File: src/design/scf_pkg.sv
// package: constants and carrier types for the supply code and bus frequency select block
package scf_pkg;
	localparam int SCF_CODE_W = 5;
	localparam int SCF_SEL_W = 2;
	localparam int SCF_CLK_MHZ = 100;
	localparam int SCF_SETTLE_NS = 200;
	localparam int SCF_SETTLE_CYC = (SCF_SETTLE_NS * SCF_CLK_MHZ + 999) / 1000;
	localparam logic [4:0] SCF_CODE_RST = 5'h1f;
	localparam logic [4:0] SCF_CODE_DEF = 5'h08;
	localparam logic [1:0] SCF_SEL_100 = 2'h1;
	localparam logic [1:0] SCF_SEL_RST = 2'h3;
	localparam logic [3:0] SCF_ADDR_CODE = 4'h0;
	localparam logic [3:0] SCF_ADDR_SEL = 4'h1;
	localparam logic [3:0] SCF_ADDR_STAT = 4'h2;
	localparam logic [3:0] SCF_ADDR_PINS = 4'h3;
	localparam logic [31:0] SCF_UNMAPPED = 32'h0;

	typedef enum logic [1:0] {
		SCF_ST_IDLE = 2'b00,
		SCF_ST_SETTLE = 2'b01,
		SCF_ST_LOCKED = 2'b10
	} scf_state_t;

	typedef struct packed {
		logic [4:0] code_oe;
		logic [1:0] sel_oe;
	} scf_pins_t;

	typedef struct packed {
		scf_state_t st;
		logic [7:0] cnt;
		logic [4:0] code_cfg;
		logic [1:0] sel_cfg;
		logic [4:0] code_drv;
		logic [1:0] sel_drv;
		logic stable;
		logic sel_err;
		logic [31:0] rdata;
	} scf_state_reg_t;
endpackage : scf_pkg

File: src/design/scf_od_pin.sv
// module: open-drain output pins, one per bit
`timescale 1ns/1ps
module scf_od_pin #(
	parameter int WIDTH = 5
) (
	// clock and reset
	input wire logic sys_clk,
	input wire logic reset,
	// wanted level per bit
	input wire logic [WIDTH-1:0] level,
	// pin drive
	output logic [WIDTH-1:0] pin_o,
	output logic [WIDTH-1:0] pin_oe
);
	logic [WIDTH-1:0] oe_r;
	genvar i;
	generate
		for (i = 0; i < WIDTH; i++) begin : g_bit
			// a zero pulls to ground, a one lets the pull-up win
			always_ff @(posedge sys_clk or posedge reset) begin
				if (reset) begin
					oe_r[i] <= 1'b0;
				end else begin
					oe_r[i] <= ~level[i];
				end
			end
		end
	endgenerate
	assign pin_oe = oe_r;
	assign pin_o = '0;
endmodule : scf_od_pin

File: src/design/scf_supply_code.sv
// module: supply code and bus frequency select drivers qualified by the termination supply good
`timescale 1ns/1ps
module scf_supply_code
	import scf_pkg::*;
#(
	parameter int SETTLE = SCF_SETTLE_CYC
) (
	// clock and reset
	input wire logic sys_clk,
	input wire logic reset,
	// termination supply good, already in this clock domain
	input wire logic term_supply_good,
	// register port
	input wire logic [3:0] reg_addr,
	input wire logic [31:0] reg_wdata,
	input wire logic reg_wr,
	input wire logic reg_rd,
	output logic [31:0] reg_rdata,
	// open-drain supply code, bit 4 is fine_step_bit
	output logic [4:0] supply_code_o,
	output logic [4:0] supply_code_oe,
	// open-drain bus frequency select
	output logic [1:0] bus_freq_select_o,
	output logic [1:0] bus_freq_select_oe,
	// codes are final
	output logic codes_stable
);
	scf_state_reg_t s_r;
	scf_state_reg_t s_nxt;
	logic [6:0] lvl;
	logic [6:0] pin_oe;
	logic [6:0] pin_o;

	always_comb begin
		s_nxt = s_r;
		s_nxt.rdata = SCF_UNMAPPED;
		case (s_r.st)
			SCF_ST_IDLE: begin
				// codes are free to settle before supply good; config still accepted
				s_nxt.code_drv = s_r.code_cfg;
				s_nxt.sel_drv = s_r.sel_cfg;
				s_nxt.cnt = 8'h0;
				if (term_supply_good) begin
					s_nxt.st = SCF_ST_SETTLE;
				end
			end
			SCF_ST_SETTLE: begin
				// hold the codes frozen from the moment supply good rises
				if (!term_supply_good) begin
					s_nxt.st = SCF_ST_IDLE;
				end else if (s_r.cnt >= 8'(SETTLE - 1)) begin
					s_nxt.st = SCF_ST_LOCKED;
				end else begin
					s_nxt.cnt = s_r.cnt + 8'h1;
				end
			end
			SCF_ST_LOCKED: begin
				// codes never move while supply good stays high
				if (!term_supply_good) begin
					s_nxt.st = SCF_ST_IDLE;
				end
			end
			default: begin
				s_nxt.st = SCF_ST_IDLE;
			end
		endcase
		s_nxt.stable = (s_nxt.st != SCF_ST_IDLE);
		if (reg_wr) begin
			case (reg_addr)
				SCF_ADDR_CODE: begin
					s_nxt.code_cfg = reg_wdata[4:0];
				end
				SCF_ADDR_SEL: begin
					// reserved patterns refused, the 100 MHz code is kept
					if (reg_wdata[1:0] == SCF_SEL_100) begin
						s_nxt.sel_cfg = reg_wdata[1:0];
					end else begin
						s_nxt.sel_err = 1'b1;
					end
				end
				SCF_ADDR_STAT: begin
					// write one to clear the refused-select flag
					if (reg_wdata[1]) begin
						s_nxt.sel_err = 1'b0;
					end
				end
				default: begin
				end
			endcase
			// a refusal in the same cycle as the clear still sets the flag
			if (reg_addr == SCF_ADDR_SEL && reg_wdata[1:0] != SCF_SEL_100) begin
				s_nxt.sel_err = 1'b1;
			end
		end
		if (reg_rd) begin
			case (reg_addr)
				SCF_ADDR_CODE: s_nxt.rdata = {27'h0, s_r.code_cfg};
				SCF_ADDR_SEL: s_nxt.rdata = {30'h0, s_r.sel_cfg};
				SCF_ADDR_STAT: s_nxt.rdata = {28'h0, s_r.st, s_r.sel_err, s_r.stable};
				SCF_ADDR_PINS: s_nxt.rdata = {25'h0, s_r.sel_drv, s_r.code_drv};
				default: s_nxt.rdata = SCF_UNMAPPED;
			endcase
		end
	end

	// single clock domain; no interrupt or test port lives in this block
	always_ff @(posedge sys_clk or posedge reset) begin
		if (reset) begin
			s_r.st <= SCF_ST_IDLE;
			s_r.cnt <= 8'h0;
			s_r.code_cfg <= SCF_CODE_DEF;
			s_r.sel_cfg <= SCF_SEL_100;
			s_r.code_drv <= SCF_CODE_RST;
			s_r.sel_drv <= SCF_SEL_RST;
			s_r.stable <= 1'b0;
			s_r.sel_err <= 1'b0;
			s_r.rdata <= 32'h0;
		end else begin
			s_r <= s_nxt;
		end
	end

	// bits are released at reset so the pull-ups set the levels meanwhile
	assign lvl = {s_r.sel_drv, s_r.code_drv};

	// the device is the only driver of both codes
	scf_od_pin #(
		.WIDTH(SCF_CODE_W + SCF_SEL_W)
	) u_pins (
		.sys_clk(sys_clk),
		.reset(reset),
		.level(lvl),
		.pin_o(pin_o),
		.pin_oe(pin_oe)
	);

	assign supply_code_o = pin_o[4:0];
	assign supply_code_oe = pin_oe[4:0];
	assign bus_freq_select_o = pin_o[6:5];
	assign bus_freq_select_oe = pin_oe[6:5];
	assign codes_stable = s_r.stable;
	assign reg_rdata = s_r.rdata;
endmodule : scf_supply_code

File: config.mk
export PLATFORM = sky130hd
export DESIGN_NAME = scf_supply_code
export DESIGN_NICKNAME = d
export VERILOG_FILES = /design/src/design/scf_pkg.sv /design/src/design/scf_od_pin.sv /design/src/design/scf_supply_code.sv
export SDC_FILE = /design/constraint.sdc
export NUM_CORES = 1
export LEC_CHECK = 0
export ABC_AREA = 1
export BUFFER_PORTS_ARGS = -buffer_cell sky130_fd_sc_hd__buf_4
export CAP_MARGIN = 10
export CORE_ASPECT_RATIO = 1.75
export CORE_MARGIN = 3
export CORE_UTILIZATION = 48
export DETAILED_ROUTE_END_ITERATION = 16
export HOLD_SLACK_MARGIN = 0.12
export PLACE_DENSITY_LB_ADDON = 0.2
export SLEW_MARGIN = 20
export SYNTH_ARGS = -nofsm -noshare
export SYNTH_HDL_FRONTEND = slang
export SYNTH_HIERARCHICAL = 1
export SYNTH_SLANG_ARGS = --single-unit
File: constraint.sdc
create_clock -name sys_clk -period 1.88 [get_ports sys_clk]
set_clock_uncertainty 0.1 [all_clocks]
set_input_delay 0.188 -clock sys_clk [delete_from_list [all_inputs] [get_ports sys_clk]]
set_output_delay 0.188 -clock sys_clk [all_outputs]
set_load 0.005 [all_outputs]
== After elaboration in Yosys (flattened, before gate mapping) ==
Cells that the tools add are included.
Widths: inputs -> output; s select.

* Add/sub/neg operators: 1
* Multiply operators: 0
* Divide/modulo/power cells: 0
* $lt $le $gt $ge: 1
* Equality and inequality tests: 11
* Shift-type cells: 0
* Muxes and demuxes: 14
* Bitwise logic cells: 7
* Reductions and logical operators: 10

{| class="wikitable"
|+ Operators with widths
! kind !! number
|-
| $pmux 7 s4 || 1
|-
| $mux 8 || 2
|-
| $pmux 8 s2 || 1
|-
| $add 8x1->8 const B || 1
|-
| $eq 4x2->1 const B || 2
|-
| $ge 8x5->1 const B || 1
|-
| $mux 2 || 4
|-
| $mux 7 || 1
|-
| $not 1->1 || 7
|-
| $pmux 2 s3 || 1
|-
| $reduce_and 3->1 || 2
|-
| $eq 2x1->1 const B || 2
|-
| $eq 4x1->1 const B || 1
|-
| $logic_not 4->1 || 1
|-
| $ne 2x2->1 const B || 2
|-
| $reduce_and 4->1 || 1
|-
| $reduce_bool 2->1 || 2
|-
| $mux 1 || 3
|-
| $ne 3x2->1 const B || 1
|-
| $ne 3x3->1 const B || 1
|-
| $reduce_bool 3->1 || 1
|-
| $eq 2x2->1 const B || 1
|-
| $logic_not 2->1 || 1
|-
| $ne 2x1->1 const B || 1
|-
| other kinds (3) || 3
|}

* Flip-flop bits (word level): 65
* Bits in latches: 0
* Bits in writable memories: 0
* Memory bits (read-only): 0
* Input bits: 41
* Output and inout bits: 47
* Memories kept: 0

== Depth between registers and ports, before layout ==
* Word-level depth: 5
* Depth in mapped cells: 8
* Mapped depth without buffers: 8

== By module ==
The synthesis kept the hierarchy.

{| class="wikitable"
|+ Modules (own cells, without submodules)
! module !! times used !! cells each !! area an instance (um^2) !! sequential area each (um^2)
|-
| scf_supply_code || 1 || 222 || 1869.3 || 837.1
|-
| scf_od_pin || 1 || 23 || 261.5 || 175.2
|}

== Least setup slack after synthesis ==
No wires, ideal clock.

* Path kind: flip-flop to flip-flop
* Start: register s_r[48] in the netlist's numbering
* End: register s_r[50] in the netlist's numbering
* Arrival time: 1.142 ns
* Required time: 1.715 ns
* Path slack: 0.573 ns
* Cell stages (with the launch flop): 9
* Path buffers: 0
* Clock period less this slack: 1.307 ns
* Path through: dfrtp_1 > ha_1 > nor2_2 > nand2_1 > nand2_2 > nand3_4 > nand2_4 > nand2_1 > nand2_1

* Cells in the longest elaborated chain, start to end: 4
* Elaborated cells on any way between the ends: 7
* Classes of those cells: 1 x add/sub; 1 x order compare; 1 x eq/ne; 3 x mux; 1 x reduce/logical

{| class="wikitable"
|+ RTL lines
! what !! line !! text
|-
| from (decl) || scf_supply_code.sv:28 || <nowiki>scf_state_reg_t s_r;</nowiki>
|-
| from (signal assigned) || scf_supply_code.sv:119 || <nowiki>s_r <= s_nxt;</nowiki>
|-
| $add 8x1->8 || scf_supply_code.sv:54 || <nowiki>s_nxt.cnt = s_r.cnt + 8'h1;</nowiki>
|-
| $mux 8 || scf_supply_code.sv:51 || <nowiki>end else if (s_r.cnt >= 8'(SETTLE - 1)) begin</nowiki>
|-
| $mux 8 || scf_supply_code.sv:49 || <nowiki>if (!term_supply_good) begin</nowiki>
|-
| $pmux 8 s2 || scf_supply_code.sv:37 || <nowiki>case (s_r.st)</nowiki>
|}

Parallel ways exist; a longest one is shown, timed or not. The select of a mux whose other input is x is not followed.
A chain may end at the register's enable or synchronous reset.

== Worst setup path after layout ==
* Start: input reg_wr
* End: register s_r[46] in the netlist's numbering

* Cells in the longest elaborated chain, start to end: 1

{| class="wikitable"
|+ RTL lines
! what !! line !! text
|-
| from (decl) || scf_supply_code.sv:16 || <nowiki>input wire logic reg_wr,</nowiki>
|-
| $reduce_and 2->1 (no source line) || -- ||
|}

Every way passes these cells.

==> metrics.txt <==
# TYPE chip_impl_metric gauge
chip_impl_metric{name="synth_cells",unit=""} 245
chip_impl_info{name="clock_tree_from_tritoncts",value="built"} 1
chip_impl_metric{name="route.antenna.remaining_nets",unit=""} 0
chip_impl_metric{name="layout_min_cycle_time",unit="ps"} 1559
chip_impl_metric{name="ys_seq_area_share",unit="%"} 47.50
chip_impl_metric{name="tritoncts.num_buffers",unit=""} 5
chip_impl_metric{name="mean_routed_wirelength_per_cell",unit="um"} 10.64
chip_impl_info{name="most_frequent_standard_cell_in_the_layout_excluding_fill_and_tap_cells",value="sky130_fd_sc_hd__nand2_1"} 1
chip_impl_info{name="setup.worst_path.class",value="primary input to flip-flop"} 1
chip_impl_metric{name="totalWireLength",unit="um"} 3499
chip_impl_metric{name="worst_hold_slack",unit="ps"} 148.0
chip_impl_metric{name="path_max_fanout",unit=""} 10
chip_impl_metric{name="final_hold_viol_count",unit=""} 0
chip_impl_metric{name="area_growth",unit="%"} 13.39
chip_impl_metric{name="seq_cells_post_synth",unit=""} 40
chip_impl_metric{name="timing.setup.tns",unit="ps"} 0
chip_impl_metric{name="cts_resized",unit=""} 0
chip_impl_metric{name="insertion_delay",unit="ps"} 290
chip_impl_metric{name="io_pins",unit=""} 88
chip_impl_info{name="root_buffer",value="sky130_fd_sc_hd__clkbuf_8"} 1
chip_impl_metric{name="count_of_cell_types_in_the_netlist",unit=""} 26
chip_impl_info{name="critical_path.endpoint_type",value="flip-flop"} 1
chip_impl_metric{name="max_freq",unit="GHz"} 0.6414
chip_impl_metric{name="dp_worst_setup_slack",unit="ps"} 422.7
chip_impl_metric{name="finalCritPeriodShare",unit="%"} 82.93
chip_impl_metric{name="syn-mean-instance-area",unit="um^2"} 8.697
chip_impl_metric{name="max-cap-violations",unit=""} 0
chip_impl_metric{name="cp.arrival",unit="ps"} 1690
chip_impl_metric{name="synthesis.yosys.warnings",unit=""} 6
chip_impl_metric{name="drc_errors",unit=""} 0
chip_impl_metric{name="cellLeakagePower",unit="nW"} 1.314
chip_impl_metric{name="placedInstanceArea",unit="mm^2"} 0.002200
chip_impl_metric{name="power_density_over_the_cells",unit="mW/mm^2"} 835.4
chip_impl_metric{name="first_global_vias",unit=""} 1419
chip_impl_metric{name="routabilityCongestion",unit=""} 0.7545
chip_impl_metric{name="mappedNetlistArea",unit="mm^2"} 0.002131
chip_impl_metric{name="antenna_found_initial",unit=""} 0
chip_impl_info{name="r2r_start",value="s_r[48]$_DFFE_PP0P_"} 1
chip_impl_metric{name="via_count",unit=""} 1468
chip_impl_info{name="cp-start-kind",value="primary input"} 1
chip_impl_info{name="status",value="complete, no violations"} 1
chip_impl_info{name="critical_path.cell_chain",value="dlygate4sd3_1 -> buf_4 -> nand3_4 -> nand2_1 -> o21ai_1 -> dlygate4sd3_1"} 1
chip_impl_metric{name="final_area",unit="mm^2"} 0.002416
chip_impl_info{name="timing.critical_path.from",value="reg_wr"} 1
chip_impl_metric{name="cts_sinks",unit=""} 40
chip_impl_metric{name="setup_slack_of_the_critical_path_after_layout",unit="ps"} 320.9
chip_impl_metric{name="dp_hpwl",unit="um"} 2630
chip_impl_metric{name="width_of_the_die",unit="um"} 56.37
chip_impl_info{name="hold_path_startpoint",value="reg_addr[3]"} 1
chip_impl_metric{name="grt_use_total",unit="%"} 14.75
chip_impl_metric{name="h_tree_depth",unit=""} 2
chip_impl_info{name="top_library_cells_by_usage_in_the_layout_fill_and_taps_aside",value="sky130_fd_sc_hd__nand2_1, sky130_fd_sc_hd__conb_1, sky130_fd_sc_hd__inv_1, sky130_fd_sc_hd__dfrtp_1, sky130_fd_sc_hd__buf_4"} 1
chip_impl_metric{name="die_height",unit="um"} 94.14
chip_impl_metric{name="die_area",unit="mm^2"} 0.005306
chip_impl_metric{name="critPathMaxStageDelay",unit="ps"} 560
chip_impl_info{name="cpMostUsedCell",value="sky130_fd_sc_hd__dlygate4sd3_1"} 1
chip_impl_metric{name="first_iter_violations",unit=""} 29
chip_impl_metric{name="row_count",unit=""} 31
chip_impl_metric{name="start_util",unit="%"} 50.40
chip_impl_metric{name="pin_count_of_the_biggest_net_entering_global_routing",unit=""} 34
chip_impl_metric{name="nNetsFinal",unit=""} 321
chip_impl_metric{name="grt_first_pass_wirelength",unit="um"} 6113
chip_impl_info{name="min_path_type",value="primary input to flip-flop"} 1
chip_impl_info{name="crit_path_top_delay_cell",value="sky130_fd_sc_hd__dlygate4sd3_1"} 1
chip_impl_metric{name="io_buffer_count",unit=""} 28
chip_impl_metric{name="antenna-diode-count",unit=""} 0
chip_impl_metric{name="ir_drop",unit="V"} 0.0005916
chip_impl_metric{name="required",unit="ps"} 2010
chip_impl_metric{name="drt_first_pass_iters",unit=""} 4
chip_impl_metric{name="grt_overflow_total",unit=""} 0
chip_impl_metric{name="clkSlewWorstSetupHoldPaths",unit="ps"} 80
chip_impl_info{name="rsz0062_at_grt",value="no"} 1
chip_impl_metric{name="cts_max_path_buffers",unit=""} 2
chip_impl_metric{name="drive_above_1_share",unit="%"} 23.57
chip_impl_metric{name="report.final.slew_viol_count",unit=""} 0
chip_impl_metric{name="final_setup_violation_count",unit=""} 0
chip_impl_metric{name="placeableCoreArea",unit="mm^2"} 0.004228
chip_impl_metric{name="vias_per_cell",unit=""} 4.462
-- final timing paths --
| kind | to | slack (ps) | cells after the start |
|---|---|---|---|
| min in group asynchronous | u_pins/pin_oe[3]$_DFF_PP0_ | 290 | 3 |
| max in group asynchronous | s_r[46]$_DFFE_PP1P_ | 880 | 4 |
| max reg2reg | s_r[50]$_DFFE_PP0P_ | 430 | 8 |
| min reg2reg | u_pins/pin_oe[6]$_DFF_PP0_ | 340 | 1 |
| max | s_r[46]$_DFFE_PP1P_ | 320 | 6 |
| min | s_r[41]$_DFFE_PP1P_ | 150 | 4 |
-- report_power, final --
group | switching, mW | leakage (nW) | internal [mW]
Clock | 0.306 | 0.0583 | 0.399
Combinational | 0.150 | 0.769 | 0.127
Sequential | 0.0605 | 0.487 | 0.976
-- Yosys cell counts --
library cell / n / area, um^2
sky130_fd_sc_hd__nand2_1: 55 / 206.5
sky130_fd_sc_hd__dfrtp_1: 31 / 775.7
sky130_fd_sc_hd__nand2_4: 2 / 22.52
sky130_fd_sc_hd__nand4_2: 1 / 12.51
sky130_fd_sc_hd__dfstp_2: 9 / 236.5
sky130_fd_sc_hd__buf_4: 40 / 300.3
sky130_fd_sc_hd__inv_2: 4 / 15.01
sky130_fd_sc_hd__nor2_4: 5 / 56.30
sky130_fd_sc_hd__nand3_1: 15 / 75.07
sky130_fd_sc_hd__nand2_2: 2 / 12.51
sky130_fd_sc_hd__ha_1: 1 / 12.51
sky130_fd_sc_hd__conb_1: 2 / 7.510
sky130_fd_sc_hd__o21ai_1: 7 / 35.03
sky130_fd_sc_hd__inv_1: 31 / 116.4
sky130_fd_sc_hd__nand3_4: 2 / 35.03
sky130_fd_sc_hd__buf_6: 2 / 22.52
sky130_fd_sc_hd__nand4_1: 5 / 31.28
sky130_fd_sc_hd__nor3_1: 3 / 15.01
sky130_fd_sc_hd__o21ai_0: 2 / 10.01
sky130_fd_sc_hd__nor3_4: 1 / 16.27
sky130_fd_sc_hd__a21boi_1: 1 / 7.510
sky130_fd_sc_hd__nor2_2: 1 / 6.260
sky130_fd_sc_hd__nor2_1: 18 / 67.56
sky130_fd_sc_hd__o21bai_1: 1 / 7.510
sky130_fd_sc_hd__a21oi_1: 2 / 10.01
sky130_fd_sc_hd__o21ai_2: 2 / 17.52
-- worst max-delay path, delay by kind of cell --
family	cells	cell delay [ps]
buffers and inverters	3	1250
AO/OA/AOI/OAI	1	60
AND/OR/NAND/NOR	2	190
-- logic make-up after synthesis --
group,Yosys count,synth area share [%]
adder cells (fa/ha/maj),1,0.5871
flip-flops,40,47.50
AO/OA/AOI/OAI,15,4.111
buffers and inverters,77,21.32
AND/OR/NAND/NOR,110,26.13
other,2,0.3525
-- through the flow --
| stage | util, % | power, mW | instances |
|---|---|---|---|
| after detailed placement | 52.03 | 1.313 | 311 |
| after CTS | 57.15 | 2.049 | 329 |
| final | 57.15 | 2.019 | 329 |
| after floorplan | - | 1.254 | 275 |
| after global placement | 52.03 | 1.302 | 311 |
| after global routing | 57.15 | 2.141 | 329 |
-- state kept, by name, summed over array words and instances, names as in the netlist --
signal,flops
s_r,18
lvl,7
reg_rdata,7
u_pins/pin_oe,7
codes_stable,1
-- what timing repair did --
action                                 CTS  global route
buffers inserted                         0             0
endpoints found under the hold margin   43             0
hold buffers                            10             0
-- layout make-up --
type	instances	area (um^2)
flip-flops and latches	40	1012
fillers	414	1812
well taps	49	61.31
clock inverters	3	47.55
multi-input cells	158	777.0
clock buffers	5	68.82
inverters	35	131.4
repair buffers	39	317.8
-- per-layer routing --
layer | GRT usage [%] | share of wire, %
met1 | 16.19 | 40
met5 | 0 | 0
met4 | 6.535 | 1.9
met2 | 26.56 | 53
met3 | 3.439 | 5.5
Note: power is estimated with default switching activity, not from simulation.
